$ cat config.mk
export PLATFORM = sky130hd
export DESIGN_NAME = gcl_counter
export DESIGN_NICKNAME = d
export VERILOG_FILES = /design/src/gcl_pkg.sv /design/src/gcl_apb.sv /design/src/gcl_counter.sv /design/src/gcl_sync.sv
export VERILOG_INCLUDE_DIRS = /design/src
export SDC_FILE = /design/constraint.sdc
export NUM_CORES = 1
export LEC_CHECK = 0
export BUFFER_PORTS_ARGS = -buffer_cell sky130_fd_sc_hd__buf_2
export CAP_MARGIN = 10
export CORE_MARGIN = 5
export CORE_UTILIZATION = 30
export CTS_BUF_LIST = sky130_fd_sc_hd__clkbuf_8
export DETAILED_ROUTE_END_ITERATION = 10
export REMOVE_ABC_BUFFERS = 1
export SETUP_SLACK_MARGIN = 0.4
export SLEW_MARGIN = 20
export SYNTH_ARGS = -nofsm -noshare
export SYNTH_HDL_FRONTEND = slang
export SYNTH_SLANG_ARGS = --single-unit
export TNS_END_PERCENT = 5
$ cat constraint.sdc
create_clock -name clock -period 9.9 [get_ports clock]
set_clock_uncertainty 0.2 [all_clocks]
set_input_delay 1.98 -clock clock [delete_from_list [all_inputs] [get_ports clock]]
set_output_delay 1.98 -clock clock [all_outputs]
set_load 0.01 [all_outputs]
$ cat src/gcl_params.svh
// Purpose: constants for the gated limit counter with capture
// Assumes: 32-bit signed counter, three digital inputs
// Notes:   field positions, reset values and offsets live here; enum encodings in gcl_pkg
// Behaviour
// - Once capture latches only the first capture event, later ones ignored.
// - Periodic capture, the default, latches on every capture event.
// - High limit up to 2^31-1, default that, above low limit.
// - Low limit down to -2^31, default that, below high limit.
// - Start value defaults to 0 and lies within the limits.
// - Stop-on-violation halts counting until a gate closes and reopens.
// - Continue-on-violation, the default, keeps counting from the reload value.
// - Violation reloads start value or opposite limit, opposite by default.
// - Gate opening loads start value or continues, continue by default.
// - Level gate input opens the hardware gate while active.
// - Edge gate start and stop inputs open or close the gate.
// - Sync input loads start value on its edge and sets status.
// - Sync-enable input permits reference-mark sync only while active.
// - Capture input latches the count; reference-mark capture may coexist.
// - Unassigned inputs do nothing but their state stays readable.
// - Single, double and quadruple count evaluation are supported.
// - Sync frequency once or periodic.
// - Each function except none may sit on only one input.
`ifndef GCL_PARAMS_SVH
`define GCL_PARAMS_SVH

// ----------------------------------------------------------------------
// Register map (byte addresses)
// ----------------------------------------------------------------------
`define GCL_OFS_CTRL    12'h000
`define GCL_OFS_HIGH    12'h004
`define GCL_OFS_LOW     12'h008
`define GCL_OFS_START   12'h00C
`define GCL_OFS_DICFG   12'h010
`define GCL_OFS_STATUS  12'h014
`define GCL_OFS_COUNT   12'h018
`define GCL_OFS_CAPT    12'h01C

// ----------------------------------------------------------------------
// Control fields
// ----------------------------------------------------------------------
`define GCL_CTL_SWGATE  0
`define GCL_CTL_STOPV   1
`define GCL_CTL_RLDST   2
`define GCL_CTL_GSTART  3
`define GCL_CTL_EVAL    4
`define GCL_CTL_NREACT  6
`define GCL_CTL_SYNCPER 8
`define GCL_CTL_CAPONCE 9
`define GCL_CTL_CAPRLD  10
`define GCL_CTL_SYNCCLR 11

// Per-input config: 8 bits each: func[2:0] edge[4:3] lvl_low[5]
`define GCL_DI_STRIDE   8

// ----------------------------------------------------------------------
// Reset values
// ----------------------------------------------------------------------
`define GCL_RST_CTRL    32'h0000_0000
`define GCL_RST_HIGH    32'h7FFF_FFFF
`define GCL_RST_LOW     32'h8000_0000
`define GCL_RST_START   32'h0000_0000
`define GCL_RST_DICFG   32'h0000_0000

`endif

$ cat src/gcl_pkg.sv
// Purpose: types for the gated limit counter
// Assumes: nothing beyond the parameter header
// Notes:   encodings are fixed by software view
package gcl_pkg;
	typedef enum logic [2:0] {
		GCL_FN_NONE    = 3'h0,
		GCL_FN_LVLGATE = 3'h1,
		GCL_FN_GSTART  = 3'h2,
		GCL_FN_GSTOP   = 3'h3,
		GCL_FN_SYNC    = 3'h4,
		GCL_FN_SYNCEN  = 3'h5,
		GCL_FN_CAPT    = 3'h6
	} gcl_func_type;
	typedef enum logic [1:0] {
		GCL_EV_SINGLE = 2'h0,
		GCL_EV_DOUBLE = 2'h1,
		GCL_EV_QUAD   = 2'h2
	} gcl_eval_type;
	typedef enum logic [1:0] {
		GCL_N_NONE = 2'h0,
		GCL_N_SYNC = 2'h1,
		GCL_N_CAPT = 2'h2
	} gcl_nreact_type;
	typedef enum logic [1:0] {
		GCL_ED_RISE = 2'h0,
		GCL_ED_FALL = 2'h1,
		GCL_ED_BOTH = 2'h2
	} gcl_edge_type;
	// Gray ordered closed -> open -> halted; halted -> closed changes both bits
	typedef enum logic [1:0] {
		GCL_ST_CLOSED = 2'b00,
		GCL_ST_OPEN   = 2'b01,
		GCL_ST_HALTED = 2'b11
	} gcl_state_type;
endpackage

$ cat src/gcl_apb.sv
// Purpose: APB slave register file for the counter
// Assumes: APB3, zero wait states
// Notes:   unmapped addresses read zero and raise pslverr
`include "gcl_params.svh"
module gcl_apb
	import gcl_pkg::*;
(
	input  wire logic        clock,
	input  wire logic        reset,
	input  wire logic        psel,
	input  wire logic        penable,
	input  wire logic        pwrite,
	input  wire logic [11:0] paddr,
	input  wire logic [31:0] pwdata,
	output logic      [31:0] prdata,
	output logic             pready,
	output logic             pslverr,
	output logic      [31:0] ctrl_r,
	output logic      [31:0] high_r,
	output logic      [31:0] low_r,
	output logic      [31:0] start_r,
	output logic      [31:0] dicfg_r,
	output logic             sync_clr,
	input  wire logic [31:0] status,
	input  wire logic [31:0] count,
	input  wire logic [31:0] capt
);
	logic [31:0] ctrl_nxt, high_nxt, low_nxt, start_nxt, dicfg_nxt;
	logic [31:0] rd;
	logic        hit;
	logic        wr;

	assign wr       = psel & penable & pwrite;
	assign pready   = 1'b1;
	assign pslverr  = psel & ~hit;
	assign prdata   = (psel & ~pwrite) ? rd : 32'h0000_0000;
	assign sync_clr = wr & (paddr == `GCL_OFS_CTRL)
		& pwdata[`GCL_CTL_SYNCCLR];

	always_comb begin
		hit = 1'b1;
		rd  = 32'h0000_0000;
		case (paddr)
		`GCL_OFS_CTRL:   rd = ctrl_r;
		`GCL_OFS_HIGH:   rd = high_r;
		`GCL_OFS_LOW:    rd = low_r;
		`GCL_OFS_START:  rd = start_r;
		`GCL_OFS_DICFG:  rd = dicfg_r;
		`GCL_OFS_STATUS: rd = status;
		`GCL_OFS_COUNT:  rd = count;
		`GCL_OFS_CAPT:   rd = capt;
		default:         hit = 1'b0;
		endcase
	end

	always_comb begin
		ctrl_nxt  = ctrl_r;
		high_nxt  = high_r;
		low_nxt   = low_r;
		start_nxt = start_r;
		dicfg_nxt = dicfg_r;
		if (wr) begin
			case (paddr)
			`GCL_OFS_CTRL:  ctrl_nxt = pwdata & 32'h0000_07FF;
			`GCL_OFS_HIGH:  high_nxt = pwdata;
			`GCL_OFS_LOW:   low_nxt = pwdata;
			`GCL_OFS_START: start_nxt = pwdata;
			`GCL_OFS_DICFG: dicfg_nxt = pwdata & 32'h003F_3F3F;
			default:        ;
			endcase
		end
	end

	always_ff @(posedge clock) begin
		if (reset) begin
			ctrl_r  <= `GCL_RST_CTRL;
			high_r  <= `GCL_RST_HIGH;
			low_r   <= `GCL_RST_LOW;
			start_r <= `GCL_RST_START;
			dicfg_r <= `GCL_RST_DICFG;
		end else begin
			ctrl_r  <= ctrl_nxt;
			high_r  <= high_nxt;
			low_r   <= low_nxt;
			start_r <= start_nxt;
			dicfg_r <= dicfg_nxt;
		end
	end
endmodule // gcl_apb

$ cat src/gcl_counter.sv
// Purpose: gated 32-bit up/down encoder counter with limits and capture
// Assumes: A/B/N and DI pins asynchronous; APB on clock
// Notes:   config errors (limits, duplicate functions) flag in status
`include "gcl_params.svh"
module gcl_counter
	import gcl_pkg::*;
#(
	parameter int NUM_DI = 3
) (
	input  wire logic              clock,
	input  wire logic              reset,
	input  wire logic              psel,
	input  wire logic              penable,
	input  wire logic              pwrite,
	input  wire logic [11:0]       paddr,
	input  wire logic [31:0]       pwdata,
	output logic      [31:0]       prdata,
	output logic                   pready,
	output logic                   pslverr,
	input  wire logic              enc_a,
	input  wire logic              enc_b,
	input  wire logic              enc_n,
	input  wire logic [NUM_DI-1:0] din,
	output logic signed [31:0]     count_r,
	output logic signed [31:0]     latched_count_value,
	output logic                   sync_occurred_flag,
	output logic [NUM_DI-1:0]      input_state_r
);
	if (NUM_DI < 1 || NUM_DI > 3) begin : g_chk
		$error("NUM_DI must be 1 to 3");
	end

	// ------------------------------------------------------------------
	// Registers and synchronisers
	// ------------------------------------------------------------------
	logic [31:0] ctrl_r, high_r, low_r, start_r, dicfg_r, status;
	logic        sync_clr;
	logic [NUM_DI+2:0] lvl, rs, fl;
	logic signed [31:0] hi, lo, st;
	logic [31:0] prdata_c;
	logic        pready_c, pslverr_c;

	gcl_apb u_apb (
		.clock    (clock),
		.reset    (reset),
		.psel     (psel),
		.penable  (penable),
		.pwrite   (pwrite),
		.paddr    (paddr),
		.pwdata   (pwdata),
		.prdata   (prdata_c),
		.pready   (pready_c),
		.pslverr  (pslverr_c),
		.ctrl_r   (ctrl_r),
		.high_r   (high_r),
		.low_r    (low_r),
		.start_r  (start_r),
		.dicfg_r  (dicfg_r),
		.sync_clr (sync_clr),
		.status   (status),
		.count    (count_r),
		.capt     (latched_count_value)
	);
	// Registered bus outputs: decoded in setup, shown in access
	always_ff @(posedge clock) begin
		prdata  <= reset ? 32'h0000_0000 : prdata_c;
		pready  <= !reset && psel && !penable && pready_c;
		pslverr <= !reset && psel && !penable && pslverr_c;
	end

	gcl_sync #(.WIDTH(NUM_DI + 3)) u_sync (
		.clock (clock),
		.reset (reset),
		.pin   ({din, enc_n, enc_b, enc_a}),
		.level (lvl),
		.rise  (rs),
		.fall  (fl)
	);

	// signed view of the high limit, low limit and start value
	assign hi = signed'(high_r);
	assign lo = signed'(low_r);
	assign st = signed'(start_r);

	// ------------------------------------------------------------------
	// Control decode
	// ------------------------------------------------------------------
	gcl_eval_type   eval;
	gcl_nreact_type nreact;
	logic sw_gate, stop_v, rld_st, gstart_ld, sync_per, cap_once, cap_rld;
	assign sw_gate   = ctrl_r[`GCL_CTL_SWGATE];
	assign stop_v    = ctrl_r[`GCL_CTL_STOPV];
	assign rld_st    = ctrl_r[`GCL_CTL_RLDST];
	assign gstart_ld = ctrl_r[`GCL_CTL_GSTART];
	assign eval      = gcl_eval_type'(ctrl_r[`GCL_CTL_EVAL +: 2]);
	assign nreact    = gcl_nreact_type'(ctrl_r[`GCL_CTL_NREACT +: 2]);
	assign sync_per  = ctrl_r[`GCL_CTL_SYNCPER];
	assign cap_once  = ctrl_r[`GCL_CTL_CAPONCE];
	assign cap_rld   = ctrl_r[`GCL_CTL_CAPRLD];

	function automatic gcl_func_type di_func(input logic [31:0] c,
		input int i);
		di_func = gcl_func_type'(c[i*`GCL_DI_STRIDE +: 3]);
	endfunction

	// ------------------------------------------------------------------
	// Per-input functions
	// ------------------------------------------------------------------
	logic [NUM_DI-1:0] act, edg, is_lvl, is_gon, is_goff, is_sync;
	logic [NUM_DI-1:0] is_sen, is_cap;
	logic [3:0]        dup;
	for (genvar i = 0; i < NUM_DI; i++) begin : g_di
		logic [1:0] es;
		logic       lowact;
		assign es     = dicfg_r[i*`GCL_DI_STRIDE + 3 +: 2];
		assign lowact = dicfg_r[i*`GCL_DI_STRIDE + 5];
		assign act[i] = lvl[3+i] ^ lowact;
		assign edg[i] = (es == GCL_ED_RISE) ? rs[3+i] :
			(es == GCL_ED_FALL) ? fl[3+i] :
			(di_func(dicfg_r, i) == GCL_FN_CAPT) ? (rs[3+i] | fl[3+i])
			: rs[3+i];
		assign is_lvl[i]  = di_func(dicfg_r, i) == GCL_FN_LVLGATE;
		assign is_gon[i]  = di_func(dicfg_r, i) == GCL_FN_GSTART;
		assign is_goff[i] = di_func(dicfg_r, i) == GCL_FN_GSTOP;
		assign is_sync[i] = di_func(dicfg_r, i) == GCL_FN_SYNC;
		assign is_sen[i]  = di_func(dicfg_r, i) == GCL_FN_SYNCEN;
		assign is_cap[i]  = di_func(dicfg_r, i) == GCL_FN_CAPT;
	end

	// duplicate functions disable that function entirely; a duplicate gate start or stop disables both
	function automatic logic one_hot0(input logic [NUM_DI-1:0] v);
		one_hot0 = ($countones(v) <= 1);
	endfunction
	logic [6:0] uniq;
	assign uniq = {one_hot0(is_cap), one_hot0(is_sen), one_hot0(is_sync),
		one_hot0(is_goff), one_hot0(is_gon), one_hot0(is_lvl), 1'b1};
	assign dup = {3'h0, ~&uniq};

	logic lvl_used, edge_used, hw_lvl, g_on, g_off, sync_ev, sync_en;
	logic cap_ev, n_sync_ev, n_cap_ev;
	assign lvl_used  = |is_lvl & uniq[1];
	assign edge_used = (|is_gon | |is_goff) & uniq[2] & uniq[3];
	assign hw_lvl    = |(is_lvl & act);
	assign g_on      = |(is_gon & edg) & uniq[2];
	assign g_off     = |(is_goff & edg) & uniq[3];
	// reference-mark sync gated by enable input when assigned
	assign sync_en   = (|is_sen & uniq[5]) ? |(is_sen & act) : 1'b1;
	assign n_sync_ev = (nreact == GCL_N_SYNC) & rs[2] & sync_en;
	assign sync_ev   = (|(is_sync & edg) & uniq[4]) | n_sync_ev;
	// input and reference-mark capture may coexist
	assign n_cap_ev  = (nreact == GCL_N_CAPT) & rs[2];
	assign cap_ev    = (|(is_cap & edg) & uniq[6]) | n_cap_ev;

	// ------------------------------------------------------------------
	// Quadrature evaluation
	// ------------------------------------------------------------------
	logic a, b, ae, be, inc, dec;
	assign a  = lvl[0];
	assign b  = lvl[1];
	assign ae = rs[0] | fl[0];
	assign be = rs[1] | fl[1];
	always_comb begin
		inc = 1'b0;
		dec = 1'b0;
		case (eval)
		GCL_EV_SINGLE: begin
			inc = rs[0] & ~b;
			dec = fl[0] & ~b;
		end
		GCL_EV_DOUBLE: begin
			inc = ae & (a ^ b);
			dec = ae & ~(a ^ b);
		end
		GCL_EV_QUAD: begin
			inc = (ae & (a ^ b)) | (be & ~(a ^ b));
			dec = (ae & ~(a ^ b)) | (be & (a ^ b));
		end
		default: ;
		endcase
	end

	// ------------------------------------------------------------------
	// Gate state machine and counter
	// ------------------------------------------------------------------
	gcl_state_type st_r, st_nxt;
	logic hw_r, hw_nxt, ext_open;
	logic signed [31:0] count_nxt, cap_nxt, nx;
	logic sync_done_r, sync_done_nxt, cap_done_r, cap_done_nxt;
	logic sflag_nxt, viol;
	logic [NUM_DI-1:0] ist_nxt;

	always_comb begin
		hw_nxt = hw_r;
		if (g_on)
			hw_nxt = 1'b1;
		else if (g_off)
			hw_nxt = 1'b0;
	end
	// Gate follows the software gate alone when no gate function is assigned
	assign ext_open = sw_gate & (lvl_used ? hw_lvl :
		(edge_used ? hw_r : 1'b1));

	// count only with all gates open
	always_comb begin
		st_nxt        = st_r;
		count_nxt     = count_r;
		cap_nxt       = latched_count_value;
		sync_done_nxt = sync_done_r;
		cap_done_nxt  = cap_done_r;
		viol          = 1'b0;
		nx            = count_r;
		case (st_r)
		GCL_ST_CLOSED: begin
			if (ext_open) begin
				st_nxt = GCL_ST_OPEN;
				if (gstart_ld)
					count_nxt = st;
			end
		end
		GCL_ST_OPEN: begin
			if (!ext_open) begin
				st_nxt = GCL_ST_CLOSED;
			end else begin
				if (inc)
					nx = count_r + 32'sh1;
				else if (dec)
					nx = count_r - 32'sh1;
				viol = (inc && count_r >= hi) || (dec && count_r <= lo);
				if (viol) begin
					if (stop_v)
						st_nxt = GCL_ST_HALTED;
					else if (rld_st)
						count_nxt = st;
					else
						count_nxt = inc ? lo : hi;
				end else begin
					count_nxt = nx;
				end
			end
		end
		GCL_ST_HALTED: begin
			if (!ext_open)
				st_nxt = GCL_ST_CLOSED;
		end
		default: st_nxt = GCL_ST_CLOSED;
		endcase
		if (cap_ev && (!cap_once || !cap_done_r)) begin
			cap_nxt      = count_r;
			cap_done_nxt = 1'b1;
			if (cap_rld)
				count_nxt = st;
		end
		// sync once or periodic, wins over counting
		if (sync_ev && (sync_per || !sync_done_r)) begin
			count_nxt     = st;
			sync_done_nxt = 1'b1;
		end
	end

	// Set wins over software clear
	assign sflag_nxt = (sync_ev && (sync_per || !sync_done_r)) ? 1'b1 :
		(sync_clr ? 1'b0 : sync_occurred_flag);
	assign ist_nxt = lvl[NUM_DI+2:3];

	always_ff @(posedge clock) begin
		if (reset) begin
			st_r                <= GCL_ST_CLOSED;
			hw_r                <= 1'b0;
			count_r             <= 32'sh0000_0000;
			latched_count_value <= 32'sh0000_0000;
			sync_done_r         <= 1'b0;
			cap_done_r          <= 1'b0;
			sync_occurred_flag  <= 1'b0;
			input_state_r       <= '0;
		end else begin
			st_r                <= st_nxt;
			hw_r                <= hw_nxt;
			count_r             <= count_nxt;
			latched_count_value <= cap_nxt;
			sync_done_r         <= sync_done_nxt;
			cap_done_r          <= cap_done_nxt;
			sync_occurred_flag  <= sflag_nxt;
			input_state_r       <= ist_nxt;
		end
	end

	// limit ordering and start range checks
	logic lim_bad, start_bad;
	assign lim_bad   = !(hi > lo);
	assign start_bad = (st > hi) || (st < lo);
	assign status = {22'h00_0000, dup[0], start_bad, lim_bad,
		5'(input_state_r), st_r == GCL_ST_HALTED, sync_occurred_flag};
endmodule // gcl_counter

$ cat src/gcl_sync.sv
// Purpose: two-flop synchroniser with edge detect, one per pin
// Assumes: pins are asynchronous to clock
// Notes:   edges taken from second and third stage only
module gcl_sync #(
	parameter int WIDTH = 6
) (
	input  wire logic             clock,
	input  wire logic             reset,
	input  wire logic [WIDTH-1:0] pin,
	output logic      [WIDTH-1:0] level,
	output logic      [WIDTH-1:0] rise,
	output logic      [WIDTH-1:0] fall
);
	logic [WIDTH-1:0] s1_r;
	logic [WIDTH-1:0] s2_r;
	logic [WIDTH-1:0] s3_r;

	always_ff @(posedge clock) begin
		if (reset) begin
			s1_r <= '0;
			s2_r <= '0;
			s3_r <= '0;
		end else begin
			s1_r <= pin;
			s2_r <= s1_r;
			s3_r <= s2_r;
		end
	end

	assign level = s2_r;
	assign rise  = s2_r & ~s3_r;
	assign fall  = ~s2_r & s3_r;
endmodule // gcl_sync
==> impl_metrics.csv, run 1 <==
group,metric,value,unit
global_route,gr-total-overflow,0,
drt,viasPerCell,5.74,
final_layout,stdcell_count,3076,
synth,yosysTopAreaCellShare,28.7,%
drt,drt_iter0_markers,1956,
die,core_area,56600,um2
clocking,clk_path_buf_depth,3,
global_route,grt.total_usage,22.0,%
synth,synthAdderAreaFrac,12.7,%
setup_path,criticalPathCategory,"reg -> reg",
synth,avgSynthCellArea,7.80,um2
final_layout,drive_gt1_share,14.4,%
synth,synth.cell_area,17200,um2
clocking,post_cts_buffers,0,
power_and_ir_drop,leakage,0.00825,uW
setup_path,critPathTopFamily,"compound AO/OA/AOI/OAI gates",
setup_path,cp-end-kind,"flip-flop",
min_path,worstHoldStart,"u_sync.s1_r[0]",
setup_path,path_cells,"ha_1 -> a21oi_1 -> o21ai_0 -> a221o_1 -> o311a_1 -> o311ai_2 -> nor2_4 -> nor3_4 -> buf_4 -> a221oi_1 -> o21ai_0 -> a211oi_1",
timing,tightestPinTransition,1.13,ns
setup_path,crit_required,10.19,ns
synth,synth_warnings,0,
min_path,holdPathStages,1,
clocking,numCtsBuffers,48,
setup_path,critPathMaxFanout,23,
synth,ys_ff_latch,247,
die,ios,157,
setup_path,crit_slowest_cell,"nor3_4",
synth,synthArstFlopShare,0,%
global_route,grt_pass1_vias,17100,
timing,hold_violations,0,
setup_path,cpPeakStageDelay,0.77,ns
run_status,status,"complete, no violations",
synth,synth_compound_area_share,25.6,%
clocking,postCtsHoldBufs,0,
power_and_ir_drop,ir_drop,0.0896,mV
die,start_util,30.4,%
setup_path,critPathBufInv,1,
synth,synth_xor_area_share,0.356,%
placed_design,gp_congestion,0.924,
die,die_area,62300,um2
synth,synth_top_area_cell,"dfxtp_1",
setup_path,reg2reg_slack,5.07,ns
min_path,min_path_type,"reg -> reg",
clocking,ctsRootBufferMaster,"clkbuf_8",
synth,synthSimpleGateAreaFrac,20.5,%
timing,whs,0.235,ns
power_and_ir_drop,finalPower,2220,uW
timing,grt_setup_unrepaired,"no",
timing,setup_viol,0,
drt,firstDrtPassIters,6,
drt,drt_wl_total,72200,um
clocking,cts_htree_levels,2,
die,chipHeight,250,um
drt,drcViolationCount,0,
synth,synth_top_family_by_area,"compound AO/OA/AOI/OAI gates",
synth,synthFlopType,"dfxtp_1",
die,die_w,250,um
placed_design,post-place-cells,2990,
synth,syn_inst,2209,
drt,drtAntennaViolNets,0,
timing,slew_headroom,24.3,%
synth,synth_cell_types,92,
placed_design,hpwl,52100,um
job,max_cap_violations,0,
drt,vias,17700,
synth,synthMuxAreaShare,6.25,%
final_layout,fillers,6040,
clocking,post_cts_resized,0,
setup_path,reg2reg_to,"count_r[0]",
min_path,worstHoldEndpoint,"u_sync.level[0]",
setup_path,cpMostUsedCell,"o21ai_0",
final_layout,finalNetCount,2514,
synth,synth_edf_count,0,
final_layout,final_util,34.7,%
setup_path,r2r_cells,12,
timing,fmax,0.207,GHz
timing,fin_setup_tns,0,ns
global_route,grt_pass1_wl,107000,um
final_layout,area_growth,13.9,%
global_route,grt_max_degree,146,
placed_design,portBuffers,156,
clocking,cts_tree,"built",
global_route,antenna_found_initial,1,
clocking,clk_pin_slew,0.06,ns
setup_path,worstSetupStartpointType,"flip-flop",
timing,drv_slew,0,
die,num_rows,87,
clocking,insertion_delay,0.65,ns
power_and_ir_drop,cellPowerDensity,113,nW/um2
synth,yosys-top-cells-count,"nand2_1, a21oi_1, dfxtp_1",
synth,synth_area_leaders,"dfxtp_1, ha_1, a21oi_1, nand2_1, mux2i_1",
setup_path,reg2reg_from,"count_r[5]",
setup_path,arrival,5.12,ns
drt,wl_per_cell,23.5,um
synth,yosysSeqAreaShare,28.7,%
timing,finalCritPeriodShare,48.8,%
clocking,cts_num_sinks,247,
timing,period_minus_slack,4.83,ns
synth,yosysMostFrequentCell,"nand2_1",
final cells by class:
cell class	count	area [um2]	share of cell area [%]
Antenna cell	2	5.00	0.0255
Clock buffer	59	812	4.14
Clock inverter	25	199	1.01
Inverter	92	345	1.76
Multi-Input combinational cell	1706	11300	57.7
Sequential cell	247	4950	25.2
Tap cell	756	946	4.82
Timing Repair Buffer	189	1050	5.34
per-layer routing:
metal  up-vias  part of all wire (%)  GRT usage [%]  routed length, um
met3       167                   8.7           5.50               6260
li1       8232                     -              -                  -
met4         0                   4.2           8.92               3050
met1      8429                    42           28.2              30300
met2       833                    45           35.4              32600
met5         -                     0              0                  0
worst max path at each step:
stage	startpoint	endpoint	slack [ns]	depth (start not counted)
global route	count_r[11]	count_r[18]	4.87	12
CTS	count_r[7]	count_r[0]	5.14	12
detailed placement	paddr[1]	u_apb.high_r[10]	4.82	9
global placement	paddr[1]	u_apb.high_r[8]	4.91	9
floorplan	paddr[1]	u_apb.low_r[31]	2.99	6
finish	count_r[5]	count_r[0]	5.07	12
stage by stage:
step	setup WS, ns	cell area (um2)
2_1_floorplan	2.99	16600
3_3_place_gp	4.91	18600
3_5_place_dp	4.82	18600
4_1_cts	5.14	19600
5_1_grt	4.87	19600
6_report	5.07	19600
cells in the final DEF (no fill, tap or decap), types with 6 or more instances in the layout:
master and instances:
nor3b_1 8, and3_1 7, and2_1 9, buf_4 32, mux2_2 29, and4_1 6, o31ai_1 7, o21ai_0 92
o211ai_1 16, nor2_1 194, a22o_1 15, a221oi_1 20, inv_1 105, a211oi_1 20, buf_2 155, o21ai_1 9
nor4_1 8, a22oi_1 58, o21a_1 6, a31oi_1 13, a222oi_1 22, nor3_1 33, nor2b_1 29, nand4_1 46
a21oi_1 252, nand2b_1 9, nand3_1 31, clkbuf_8 59, mux2i_1 75, dfxtp_1 245, a21o_1 39, nand2_1 298
ha_1 175, o22ai_1 12, or3_1 16, a211o_1 34
where the power goes:
| part | leakage [uW] | switching [uW] | internal [uW] |
|---|---|---|---|
| logic | 0.00569 | 70.3 | 33.4 |
| clock network | 0.000566 | 493 | 616 |
| registers | 0.00199 | 3.98 | 998 |
flip-flops by register name, summed over array words and instances (netlist names):
signal	count
cap_done_r	1
count_r	32
hw_r	1
latched_count_value	32
prdata	32
pready	1
pslverr	1
st_r	2
sync_done_r	1
sync_occurred_flag	1
u_apb.ctrl_r	11
u_apb.dicfg_r	18
u_apb.high_r	32
u_apb.low_r	32
u_apb.start_r	32
u_sync.level	6
u_sync.s1_r	6
u_sync.s3_r	6
logic make-up after synthesis:
family | Yosys count
AO/OA/AOI/OAI | 672
XOR/XNOR | 7
adder cells (fa/ha/maj) | 175
buffers and inverters | 256
flip-flops | 247
multiplexers | 104
AND/OR/NAND/NOR | 748
No activity file was read; power rests on OpenSTA's default activity.
==> run 2, diff against run 1 <==
==> constraint.sdc (replaced) <==
create_clock -name clock -period 4.58 [get_ports clock]
set_clock_uncertainty 0.2 [all_clocks]
set_input_delay 0.916 -clock clock [delete_from_list [all_inputs] [get_ports clock]]
set_output_delay 0.916 -clock clock [all_outputs]
set_load 0.01 [all_outputs]
==> impl_metrics.csv, run 2 (same netlist as run 1, synthesis figures left out) <==
group,metric,value,unit
clocking,insertion_delay,0.65,ns
min_path,holdPathStages,1,
die,num_rows,87,
clocking,clk_path_buf_depth,3,
setup_path,cpPeakStageDelay,0.55,ns
run_status,status,"complete, no violations",
die,die_w,250,um
drt,firstDrtPassIters,6,
clocking,clk_pin_slew,0.07,ns
final_layout,drive_gt1_share,17.0,%
global_route,grt_max_degree,87,
clocking,cts_htree_levels,2,
setup_path,crit_slowest_cell,"dfxtp_1",
setup_path,cpMostUsedCell,"o21ai_0",
global_route,grt.total_usage,23.3,%
die,chipHeight,250,um
drt,vias,18100,
clocking,postCtsHoldBufs,0,
timing,slew_headroom,35.5,%
setup_path,crit_required,4.86,ns
power_and_ir_drop,leakage,0.00861,uW
clocking,cts_num_sinks,247,
setup_path,path_cells,"ha_1 -> a21oi_1 -> o21ai_0 -> a221o_1 -> o311a_1 -> o311ai_4 -> nor2_4 -> nor3_4 -> buf_4 -> a221oi_1 -> o21ai_0 -> o21ai_0",
setup_path,arrival,4.32,ns
power_and_ir_drop,ir_drop,0.162,mV
die,ios,157,
global_route,antenna_found_initial,0,
drt,wl_per_cell,24.3,um
timing,period_minus_slack,4.04,ns
setup_path,r2r_cells,12,
timing,hold_violations,0,
global_route,gr-total-overflow,0,
drt,drt_wl_total,76400,um
final_layout,final_common_cell,"nand2_1",
die,start_util,30.4,%
job,max_cap_violations,0,
timing,fmax,0.247,GHz
timing,drv_slew,0,
placed_design,post-place-cells,3052,
die,die_area,62300,um2
placed_design,gp_congestion,1.00,
drt,drtAntennaViolNets,0,
setup_path,worstSetupStartpointType,"flip-flop",
global_route,grt_pass1_wl,114000,um
global_route,grt_pass1_vias,17600,
setup_path,criticalPathCategory,"reg -> reg",
drt,viasPerCell,5.76,
final_layout,fillers,5991,
timing,fin_setup_tns,0,ns
clocking,cts_tree,"built",
timing,setup_viol,0,
final_layout,area_growth,17.0,%
final_layout,diodes,0,
drt,drcViolationCount,0,
timing,tightestPinTransition,0.967,ns
timing,grt_setup_unrepaired,"yes",
drt,drt_iter0_markers,1821,
power_and_ir_drop,cellPowerDensity,239,nW/um2
placed_design,hpwl,57600,um
timing,finalCritPeriodShare,88.3,%
setup_path,critPathMaxFanout,16,
clocking,ctsRootBufferMaster,"clkbuf_8",
min_path,min_path_type,"reg -> reg",
die,core_area,56600,um2
placed_design,portBuffers,156,
clocking,numCtsBuffers,48,
final_layout,finalNetCount,2578,
timing,whs,0.238,ns
final_layout,final_util,35.6,%
setup_path,cp-end-kind,"flip-flop",
final_layout,stdcell_count,3141,
final_layout,layout_common_cells,"nand2_1, a21oi_1, dfxtp_1",
## run 2: final timing paths
kind	startpoint	end	slack, ns
hold / removal	u_sync.s1_r[5]	u_sync.level[5]	0.24
setup reg to reg	count_r[7]	count_r[17]	0.54
hold reg to reg	u_sync.s1_r[5]	u_sync.level[5]	0.24
setup / recovery	count_r[7]	count_r[17]	0.54
## run 2: critical path: cells and delay by family, from the launching register on
family	cells	cell delay, ns
adder cells (fa/ha/maj)	1	0.33
buffers and inverters	1	0.33
AND/OR/NAND/NOR	2	0.43
AO/OA/AOI/OAI	8	1.99
flip-flops	1	0.55
## run 2: cell type report
cell class	count	area (um2)	area share, %
Clock inverter	27	208	1.03
Sequential cell	247	4950	24.6
Clock buffer	60	826	4.10
Inverter	92	345	1.71
Multi-Input combinational cell	1706	11300	56.2
Timing Repair Buffer	253	1550	7.70
Tap cell	756	946	4.69
## run 2: per-stage QoR
stage                     cell area, um2  power [uW]  setup slack, ns
after floorplan                    16600        2300            -1.27
after global placement             19100        2440            0.451
after detailed placement           19100        2440            0.408
after CTS                          20100        4870            0.421
after global routing               20200        5000            0.392
final                              20200        4820            0.538
## run 2: report_power, final
part	leakage (uW)	internal (uW)	switching [uW]
Sequential	0.00200	2160	7.32
Clock	0.000585	1360	1070
Combinational	0.00603	76.6	155
Total	0.00861	3590	1230
## run 2: routing by layer
| metal | up-vias | track usage (%) | routed length, um | share of wire [%] |
|---|---|---|---|---|
| met5 | - | 0 | 0 | 0 |
| met4 | 0 | 7.57 | 2410 | 3.2 |
| met3 | 127 | 3.72 | 5660 | 7.4 |
| met2 | 842 | 38.3 | 35100 | 46 |
| met1 | 8758 | 31.4 | 33200 | 43 |
| li1 | 8361 | - | - | - |
## run 2: timing repair
item	CTS	global route
setup buffers	0	2
gates resized for setup	1	6
endpoints found under the setup margin	4	29
pin swaps	0	1
